### src/include/dac_ctl_pkg.sv
/*
  constants for the transmit datapath control block: register offsets,
  field positions, reset values, power window limits.
  assumes 12-bit register addresses and 8-bit register data.

  // What this block does
  // - q coarse delay code 0..15, min to max
  // - arm bit rising write arms alignment
  // - mode 00 off, 10 key, 01 sysref
  // - key hit set only on data match
  // - ok bit set once alignment took effect
  // - error bit set on reset during rotation
  // - 16-bit i and q keys compared
  // - average above 13-bit limit trips protect
  // - power averaging only while enabled
  // - window is 2^(9+code) pairs, code 0..10
  // - power uses six sample msbs squared
  // - reading shows average until limit crossed
  // - bad k-character error forces gain off
  // - delay buffer error forces gain off
  // - lane fifo error forces gain off
  // - lane 0 config mismatch forces gain off
  // - code group, frame sync failures force off
  // - checksum failure forces gain off
  // - lane alignment failure forces gain off
  // - deskew failure forces gain off
  // - disparity count error forces gain off
  // - not-in-table count error forces gain off
*/
package dac_ctl_pkg;
  localparam int ADDR_W = 12;
  localparam int DATA_W = 8;

  localparam logic [11:0] COARSE_DELAY_ADDR  = 12'h047;
  localparam logic [11:0] ALIGN_CTRL_ADDR    = 12'h050;
  localparam logic [11:0] KEY_I_LOW_ADDR     = 12'h051;
  localparam logic [11:0] KEY_I_HIGH_ADDR    = 12'h052;
  localparam logic [11:0] KEY_Q_LOW_ADDR     = 12'h053;
  localparam logic [11:0] KEY_Q_HIGH_ADDR    = 12'h054;
  localparam logic [11:0] LIMIT_LOW_ADDR     = 12'h060;
  localparam logic [11:0] LIMIT_HIGH_ADDR    = 12'h061;
  localparam logic [11:0] AVG_CONFIG_ADDR    = 12'h062;
  localparam logic [11:0] POWER_LOW_ADDR     = 12'h063;
  localparam logic [11:0] POWER_HIGH_ADDR    = 12'h064;
  localparam logic [11:0] GAIN_OFF_A_ADDR    = 12'h065;
  localparam logic [11:0] GAIN_OFF_B_ADDR    = 12'h066;

  localparam logic [7:0] COARSE_DELAY_RESET  = 8'h88;
  localparam logic [7:0] REG_RESET           = 8'h00;

  localparam int ARM_BIT      = 7;
  localparam int KEY_HIT_BIT  = 5;
  localparam int OK_BIT       = 4;
  localparam int ERROR_BIT    = 3;
  localparam int CALC_ON_BIT  = 7;
  localparam int KCHAR_BIT    = 7;
  localparam int DELAY_BUF_BIT = 1;
  localparam int LANE_FIFO_BIT = 0;

  localparam logic [1:0] MODE_OFF    = 2'b00;
  localparam logic [1:0] MODE_KEY    = 2'b10;
  localparam logic [1:0] MODE_SYSREF = 2'b01;

  localparam int          WINDOW_BASE_LOG2 = 9;
  localparam logic [3:0]  WINDOW_CODE_MAX  = 4'ha;
  localparam int          POWER_W          = 13;
  localparam int          MSB_USED         = 6;
  localparam int          ACC_W            = 32;
  localparam int          COUNT_W          = 20;

  typedef enum logic [1:0] {
    ALIGN_IDLE  = 2'b00,
    ALIGN_ARMED = 2'b01,
    ALIGN_DONE  = 2'b10
  } align_state_type;
endpackage

### src/hw/dac_nco_align_power_protect.sv
/*
  control and status logic for the dual transmit datapath: q coarse
  group delay, oscillator phase alignment on data key or sysref,
  average power protection and gain-off selection on link errors.
  assumes one clock, synchronous inputs, a simple parallel register
  port, and link error levels produced by the link receiver.
*/
`timescale 1ns/1ps
`default_nettype none
module dac_nco_align_power_protect
  import dac_ctl_pkg::*;
(
  input  wire logic                          clk,
  input  wire logic                          reset_n,
  input  wire logic [dac_ctl_pkg::ADDR_W-1:0] reg_addr,
  input  wire logic                          reg_wr,
  input  wire logic [dac_ctl_pkg::DATA_W-1:0] reg_wdata,
  input  wire logic                          reg_rd,
  output logic      [dac_ctl_pkg::DATA_W-1:0] reg_rdata,
  input  wire logic                          sample_valid,
  input  wire logic [15:0]                   sample_i,
  input  wire logic [15:0]                   sample_q,
  input  wire logic                          sysref_pulse,
  input  wire logic                          rotate_reset,
  input  wire logic                          err_bad_kchar,
  input  wire logic                          err_delay_buf,
  input  wire logic                          err_lane_fifo,
  input  wire logic                          err_config_mismatch,
  input  wire logic                          err_codegroup,
  input  wire logic                          err_framesync,
  input  wire logic                          err_checksum,
  input  wire logic                          err_lane_align,
  input  wire logic                          err_deskew,
  input  wire logic                          err_disparity,
  input  wire logic                          err_not_in_table,
  output logic      [3:0]                    q_coarse_delay,
  output logic                               phase_align_strobe,
  output logic                               power_limit_tripped,
  output logic                               gain_off
);
  import dac_ctl_pkg::*;

  logic [7:0]        coarse_delay_q;
  logic              phase_align_arm_q;
  logic [1:0]        phase_align_select_q;
  logic [15:0]       align_key_i_q;
  logic [15:0]       align_key_q_q;
  logic [12:0]       power_limit_q;
  logic              power_calc_on_q;
  logic [3:0]        power_window_code_q;
  logic [7:0]        gain_off_en_a_q;
  logic [7:0]        gain_off_en_b_q;
  logic              phase_align_key_hit_q;
  logic              phase_align_ok_q;
  logic              phase_align_error_q;
  align_state_type   align_state_q;
  logic [ACC_W-1:0]  power_acc_q;
  logic [COUNT_W-1:0] power_count_q;
  logic [POWER_W-1:0] power_average_value_q;
  logic              arm_rise;
  logic              key_match;
  logic [3:0]        window_code;
  logic [4:0]        window_log2;
  logic [COUNT_W-1:0] window_last;
  logic [POWER_W-1:0] sample_power;
  logic [ACC_W-1:0]  acc_sum;
  logic [POWER_W-1:0] window_average;

  // square of the signed top six bits, magnitude first
  function automatic logic [11:0] msb_square(input logic [15:0] s);
    logic [MSB_USED-1:0] top;
    logic [MSB_USED-1:0] mag;
    top = s[15:10];
    mag = top[MSB_USED-1] ? 6'(-top) : top;
    return 12'(mag) * 12'(mag);
  endfunction

  function automatic logic wr_hit(input logic [11:0] a);
    return reg_wr && (reg_addr == a);
  endfunction

  assign arm_rise = wr_hit(ALIGN_CTRL_ADDR) && reg_wdata[ARM_BIT] && !phase_align_arm_q;

  assign key_match = sample_valid && (sample_i == align_key_i_q) && (sample_q == align_key_q_q);

  assign window_code = (power_window_code_q > WINDOW_CODE_MAX) ? WINDOW_CODE_MAX
                                                               : power_window_code_q;
  assign window_log2 = 5'(WINDOW_BASE_LOG2) + 5'(window_code);
  assign window_last = (COUNT_W'(1) << window_log2) - COUNT_W'(1);

  // six msbs squared, i plus q
  assign sample_power = 13'(msb_square(sample_i)) + 13'(msb_square(sample_q));
  assign acc_sum      = power_acc_q + ACC_W'(sample_power);
  assign window_average = POWER_W'(acc_sum >> window_log2);

  // configuration registers
  always_ff @(posedge clk or negedge reset_n) begin
    if (!reset_n) begin
      coarse_delay_q       <= COARSE_DELAY_RESET;
      phase_align_arm_q    <= 1'b0;
      phase_align_select_q <= MODE_OFF;
      align_key_i_q        <= '0;
      align_key_q_q        <= '0;
      power_limit_q        <= '0;
      power_calc_on_q      <= 1'b0;
      power_window_code_q  <= '0;
      gain_off_en_a_q      <= REG_RESET;
      gain_off_en_b_q      <= REG_RESET;
    end else if (reg_wr) begin
      if (reg_addr == COARSE_DELAY_ADDR) begin
        coarse_delay_q <= reg_wdata;
      end else if (reg_addr == ALIGN_CTRL_ADDR) begin
        phase_align_arm_q    <= reg_wdata[ARM_BIT];
        phase_align_select_q <= reg_wdata[1:0];
      end else if (reg_addr == KEY_I_LOW_ADDR) begin
        align_key_i_q[7:0] <= reg_wdata;
      end else if (reg_addr == KEY_I_HIGH_ADDR) begin
        align_key_i_q[15:8] <= reg_wdata;
      end else if (reg_addr == KEY_Q_LOW_ADDR) begin
        align_key_q_q[7:0] <= reg_wdata;
      end else if (reg_addr == KEY_Q_HIGH_ADDR) begin
        align_key_q_q[15:8] <= reg_wdata;
      end else if (reg_addr == LIMIT_LOW_ADDR) begin
        power_limit_q[7:0] <= reg_wdata;
      end else if (reg_addr == LIMIT_HIGH_ADDR) begin
        power_limit_q[12:8] <= reg_wdata[4:0];
      end else if (reg_addr == AVG_CONFIG_ADDR) begin
        power_calc_on_q     <= reg_wdata[CALC_ON_BIT];
        power_window_code_q <= reg_wdata[3:0];
      end else if (reg_addr == GAIN_OFF_A_ADDR) begin
        gain_off_en_a_q <= reg_wdata;
      end else if (reg_addr == GAIN_OFF_B_ADDR) begin
        gain_off_en_b_q <= reg_wdata;
      end
    end
  end

  // q delay code, 0 min, 15 max
  always_ff @(posedge clk or negedge reset_n) begin
    if (!reset_n) begin
      q_coarse_delay <= COARSE_DELAY_RESET[3:0];
    end else begin
      q_coarse_delay <= coarse_delay_q[3:0];
    end
  end

  // phase alignment sequence; a new arm clears status
  always_ff @(posedge clk or negedge reset_n) begin
    if (!reset_n) begin
      align_state_q         <= ALIGN_IDLE;
      phase_align_key_hit_q <= 1'b0;
      phase_align_ok_q      <= 1'b0;
      phase_align_error_q   <= 1'b0;
      phase_align_strobe    <= 1'b0;
    end else begin
      phase_align_strobe <= 1'b0;
      case (align_state_q)
        ALIGN_IDLE, ALIGN_DONE: begin
          if (arm_rise) begin
            align_state_q         <= ALIGN_ARMED;
            phase_align_key_hit_q <= 1'b0;
            phase_align_ok_q      <= 1'b0;
            phase_align_error_q   <= 1'b0;
          end
        end
        ALIGN_ARMED: begin
          if (rotate_reset) begin
            phase_align_error_q <= 1'b1;
            align_state_q       <= ALIGN_DONE;
          end else if (phase_align_select_q == MODE_KEY && key_match) begin
            phase_align_key_hit_q <= 1'b1;
            phase_align_ok_q      <= 1'b1;
            phase_align_strobe    <= 1'b1;
            align_state_q         <= ALIGN_DONE;
          end else if (phase_align_select_q == MODE_SYSREF && sysref_pulse) begin
            phase_align_ok_q   <= 1'b1;
            phase_align_strobe <= 1'b1;
            align_state_q      <= ALIGN_DONE;
          end
        end
        default: begin
          align_state_q <= ALIGN_IDLE;
        end
      endcase
    end
  end

  always_ff @(posedge clk or negedge reset_n) begin
    if (!reset_n) begin
      power_acc_q   <= '0;
      power_count_q <= '0;
    end else if (!power_calc_on_q) begin
      power_acc_q   <= '0;
      power_count_q <= '0;
    end else if (sample_valid) begin
      if (power_count_q >= window_last) begin
        power_acc_q   <= '0;
        power_count_q <= '0;
      end else begin
        power_acc_q   <= acc_sum;
        power_count_q <= power_count_q + COUNT_W'(1);
      end
    end
  end

  // average result and protect flag
  always_ff @(posedge clk or negedge reset_n) begin
    if (!reset_n) begin
      power_average_value_q <= '0;
      power_limit_tripped   <= 1'b0;
    end else if (!power_calc_on_q) begin
      power_limit_tripped <= 1'b0;
    end else if (sample_valid && power_count_q >= window_last && !power_limit_tripped) begin
      power_average_value_q <= window_average;
      if (window_average > power_limit_q) begin
        power_limit_tripped <= 1'b1;
      end
    end
  end

  // or of all enabled error conditions
  always_ff @(posedge clk or negedge reset_n) begin
    if (!reset_n) begin
      gain_off <= 1'b0;
    end else begin
      gain_off <=
        (gain_off_en_a_q[KCHAR_BIT] && err_bad_kchar) ||
        (gain_off_en_a_q[DELAY_BUF_BIT] && err_delay_buf) ||
        (gain_off_en_a_q[LANE_FIFO_BIT] && err_lane_fifo) ||
        (gain_off_en_b_q[7] && err_config_mismatch) ||
        (gain_off_en_b_q[6] && err_codegroup) ||
        (gain_off_en_b_q[5] && err_framesync) ||
        (gain_off_en_b_q[4] && err_checksum) ||
        (gain_off_en_b_q[3] && err_lane_align) ||
        (gain_off_en_b_q[2] && err_deskew) ||
        (gain_off_en_b_q[1] && err_disparity) ||
        (gain_off_en_b_q[0] && err_not_in_table);
    end
  end

  // read data, registered; unmapped reads return zero
  always_ff @(posedge clk or negedge reset_n) begin
    if (!reset_n) begin
      reg_rdata <= '0;
    end else if (reg_rd) begin
      if (reg_addr == COARSE_DELAY_ADDR) begin
        reg_rdata <= coarse_delay_q;
      end else if (reg_addr == ALIGN_CTRL_ADDR) begin
        reg_rdata <= {phase_align_arm_q, 1'b0, phase_align_key_hit_q, phase_align_ok_q,
                      phase_align_error_q, 1'b0, phase_align_select_q};
      end else if (reg_addr == KEY_I_LOW_ADDR) begin
        reg_rdata <= align_key_i_q[7:0];
      end else if (reg_addr == KEY_I_HIGH_ADDR) begin
        reg_rdata <= align_key_i_q[15:8];
      end else if (reg_addr == KEY_Q_LOW_ADDR) begin
        reg_rdata <= align_key_q_q[7:0];
      end else if (reg_addr == KEY_Q_HIGH_ADDR) begin
        reg_rdata <= align_key_q_q[15:8];
      end else if (reg_addr == LIMIT_LOW_ADDR) begin
        reg_rdata <= power_limit_q[7:0];
      end else if (reg_addr == LIMIT_HIGH_ADDR) begin
        reg_rdata <= {3'b000, power_limit_q[12:8]};
      end else if (reg_addr == AVG_CONFIG_ADDR) begin
        reg_rdata <= {power_calc_on_q, 3'b000, power_window_code_q};
      end else if (reg_addr == POWER_LOW_ADDR) begin
        reg_rdata <= power_average_value_q[7:0];
      end else if (reg_addr == POWER_HIGH_ADDR) begin
        reg_rdata <= {3'b000, power_average_value_q[12:8]};
      end else if (reg_addr == GAIN_OFF_A_ADDR) begin
        reg_rdata <= gain_off_en_a_q;
      end else if (reg_addr == GAIN_OFF_B_ADDR) begin
        reg_rdata <= gain_off_en_b_q;
      end else begin
        reg_rdata <= '0;
      end
    end
  end
endmodule
`default_nettype wire

### config.mk
export PLATFORM = sky130hd
export DESIGN_NAME = dac_nco_align_power_protect
export DESIGN_NICKNAME = d
export VERILOG_FILES = /design/src/include/dac_ctl_pkg.sv /design/src/hw/dac_nco_align_power_protect.sv
export SDC_FILE = /design/constraint.sdc
export NUM_CORES = 1
export LEC_CHECK = 0
export ABC_AREA = 1
export BUFFER_PORTS_ARGS = -buffer_cell sky130_fd_sc_hd__buf_2
export CAP_MARGIN = 20
export CORE_ASPECT_RATIO = 0.5
export CORE_UTILIZATION = 30
export CTS_BUF_LIST = sky130_fd_sc_hd__clkbuf_16
export DETAILED_ROUTE_END_ITERATION = 12
export PLACE_DENSITY = 0.48
export SLEW_MARGIN = 30
export SYNTH_ARGS = -nofsm -noshare
export SYNTH_HDL_FRONTEND = slang
export SYNTH_SLANG_ARGS = --single-unit
### constraint.sdc
create_clock -name clk -period 6.8 [get_ports clk]
set_clock_uncertainty 0.2 [all_clocks]
set_input_delay 1.02 -clock clk [delete_from_list [all_inputs] [get_ports clk]]
set_output_delay 1.02 -clock clk [all_outputs]
set_load 0.02 [all_outputs]
==> flow_metrics.env <==
export IMPL_outcome="complete, but fails checks"
export IMPL_violations="negative setup slack"
export IMPL_insertion_delay_ps=460
export IMPL_dr_wl_met2_um=17900
export IMPL_synth_flop_cell="dfrtp_1"
export IMPL_cap_viol_max_count=0
export IMPL_crit_type="primary input to flip-flop"
export IMPL_synthMuxAreaShare=0
export IMPL_track_usage=0.196
export IMPL_drt_iter0_markers=946
export IMPL_clkTransAtPathRegs_ps=80
export IMPL_tns_ps=-246
export IMPL_synth_simple_area_share=0.324
export IMPL_core_area_sq_um=42500
export IMPL_wl_per_cell_um=16.3
export IMPL_wl_met3_um=2350
export IMPL_yosysSeqAreaShare=0.310
export IMPL_n_antenna_cell=0
export IMPL_drtPass1Iterations=5
export IMPL_clock_power_share=0.279
export IMPL_finish_instance_area_sq_um=16100
export IMPL_drc=0
export IMPL_finalCriticalPeriod_ps=7050
export IMPL_gp_congestion=0.912
export IMPL_syn_area_sq_um=13100
export IMPL_endpoint_kind="flip-flop"
export IMPL_ir_worst_vdd_mv=0.226
export IMPL_r2r_setup_slack_ps=1350
export IMPL_fin_crit_sh=1.04
export IMPL_p_int_mw=2.25
export IMPL_yosys_register_bits=162
export IMPL_antenna_found_initial=0
export IMPL_numPortBuffers=84
export IMPL_synth_xor_area_share=0.0288
export IMPL_synthesis_area_per_instance_sq_um=7.14
export IMPL_power_density_nw_per_um2=225
export IMPL_cp_max_fo=4
export IMPL_crit_buf_inv=7
export IMPL_synth_compound_gate_area_share=0.102
export IMPL_die_w_um=297
export IMPL_critPathMaxStageDelay_ps=560
export IMPL_cts_tree="built"
export IMPL_fmax_ghz=0.142
export IMPL_switching_share=0.379
export IMPL_final_util=0.379
export IMPL_synth_edf_count=0
export IMPL_routed_top_layer="met4"
export IMPL_p_seq_frac=0.269
export IMPL_synthAdderAreaFrac=0.135
export IMPL_syn_inst=1832
export IMPL_grt_overflow=0
export IMPL_crit_top_cell="nand2_1"
export IMPL_min_path_type="flip-flop to flip-flop"
export IMPL_clock_sinks=162
export IMPL_die_height_um=150
export IMPL_yosysWarnings=0
export IMPL_drv_slew=0
export IMPL_cts_htree_levels=4
export IMPL_grt_max_degree=64
export IMPL_die_area_sq_um=44500
export IMPL_worst_ep_arrival_time_ps=7210
export IMPL_nFillCells=4503
export IMPL_grt_pass1_vias=11900
export IMPL_cts_buffer_depth=2
export IMPL_setup_viol=1
export IMPL_vias=12500
export IMPL_hpwl_um=33700
export IMPL_critPathLaunchType="primary input"
export IMPL_cpMaxStageDelayCell="fa_1"
export IMPL_route_antenna_remaining_nets=0
export IMPL_placed_area_sq_um=15100
export IMPL_tightest_slew_ps=934
export IMPL_synthArstFlopShare=1.00
export IMPL_postLayoutSetupSlackWorst_ps=-246
export IMPL_slew_headroom=0.375
export IMPL_nNetsFinal=2206
export IMPL_wl_met1_um=21800
export IMPL_synth_top_family_by_area="simple AND/OR/NAND/NOR gates"
export IMPL_start_util=0.308
export IMPL_grt_first_pass_wirelength_um=67300
export IMPL_vias_per_cell=4.77
export IMPL_placementRows=53
export IMPL_syn2layout_area_growth_pct=23.0
export IMPL_pin_count=85
export IMPL_hold_viol=0
export IMPL_rsz0062_at_grt="yes"
export IMPL_p_comb_frac=0.452
export IMPL_drt_wl_total_um=42500
export IMPL_drive_gt1_frac=0.208
export IMPL_power_leakage_nw=8.01
export IMPL_crit_family="adder cells"
export IMPL_synth_cell_types=52
export IMPL_required_ps=6960
export IMPL_cts_buffers=17
export IMPL_switchingPower_mw=1.37
export IMPL_cts_root_buf="clkbuf_16"
final cells by class:
| cell class | instances | area [sq um] | area share |
|---|---|---|---|
| multi-input cells | 1340 | 8290 | 0.515 |
| flip-flops and latches | 162 | 4060 | 0.252 |
| clock buffers | 17 | 425 | 0.0264 |
| clock inverters | 15 | 166 | 0.0103 |
| inverters | 303 | 1140 | 0.0709 |
| repair buffers | 197 | 1290 | 0.0805 |
| well taps | 577 | 722 | 0.0449 |
final timing paths:
check	depth (start not counted)	from	endpoint
max in group asynchronous	2	reset_n	coarse_delay_q[6]
hold / removal	0	coarse_delay_q[3]	q_coarse_delay[3]
min in group asynchronous	1	reset_n	power_count_q[2]
setup / recovery	36	sample_q[10]	power_limit_tripped
hold reg to reg	0	coarse_delay_q[3]	q_coarse_delay[3]
setup reg to reg	27	power_acc_q[7]	power_limit_tripped
cell usage after synthesis, drive strengths merged, types with 20 or more instances:
library cell / instances / area [sq um]
ha: 72 / 901
nor2: 124 / 574
fa: 43 / 861
nand3: 196 / 1040
nand4: 34 / 219
buf: 20 / 105
o22ai: 21 / 131
nor3: 24 / 148
dfrtp: 159 / 3980
a21oi: 40 / 204
inv: 303 / 1140
nand2: 511 / 1970
o21ai: 144 / 721
xnor2: 27 / 236
flip-flops by register name, summed over array words and instances (netlist names), 8 cells and up:
register,count
align_key_i_q,16
align_key_q_q,16
coarse_delay_q,8
gain_off_en_a_q,8
gain_off_en_b_q,8
power_acc_q,32
power_average_value_q,13
power_count_q,20
power_limit_q,13
reg_rdata,8
cell usage in the layout (no fill, tap or decap), drive strengths merged, types with 5 or more instances in the layout:
cell type,n
and3,12
conb,11
nand4,34
a21oi,40
dfrtp,159
nand3,196
nor4,10
a221oi,12
nor2,124
nor3,24
clkbuf,17
xnor2,27
xor2,16
or2,15
buf,197
fa,43
ha,72
o21ai,144
o22ai,21
inv,310
nand2,511
a22o,5
through the flow:
| step | cells | worst slack (ps) | hold slack (ps) | power (mW) |
|---|---|---|---|---|
| after floorplan | 1841 | -87.9 | 159 | 1.94 |
| after global placement | 2576 | -1030 | 171 | 2.51 |
| after detailed placement | 2576 | -1010 | 172 | 2.51 |
| after CTS | 2611 | -190 | 183 | 3.64 |
| after global routing | 2611 | -642 | 191 | 3.88 |
| final | 2611 | -246 | 182 | 3.62 |
layer usage:
metal	vias to the layer above	GRT usage
met4	0	0.0389
li1	6295	-
met5	-	0
met3	29	0.0332
met2	284	0.292
met1	5854	0.296
power by group through the flow:
stage | registers, mW | logic, mW | clock network, mW
3_3_place_gp | 0.992 | 1.52 | 0
3_5_place_dp | 0.992 | 1.52 | 0
5_1_grt | 0.974 | 1.84 | 1.07
6_report | 0.973 | 1.64 | 1.01
4_1_cts | 0.973 | 1.63 | 1.03
2_1_floorplan | 0.993 | 0.945 | 0
logic make-up after synthesis:
kind of cell | count (synthesis)
and+or+nand+nor | 931
buffers and inverters | 339
AOI/OAI and AO/OA | 240
DFF | 162
adders and majority gates | 115
xor gates and xnor gates | 43
other | 2
timing repair:
action / CTS / global route
endpoints found under the setup margin: 1 / 1
pin swaps: 33 / 9
gates resized for setup: 67 / 18
hold buffers: 0 / 0
setup buffers: 3 / 0
hold endpoints to repair: 0 / 0
(Power assumes the default switching activity.)
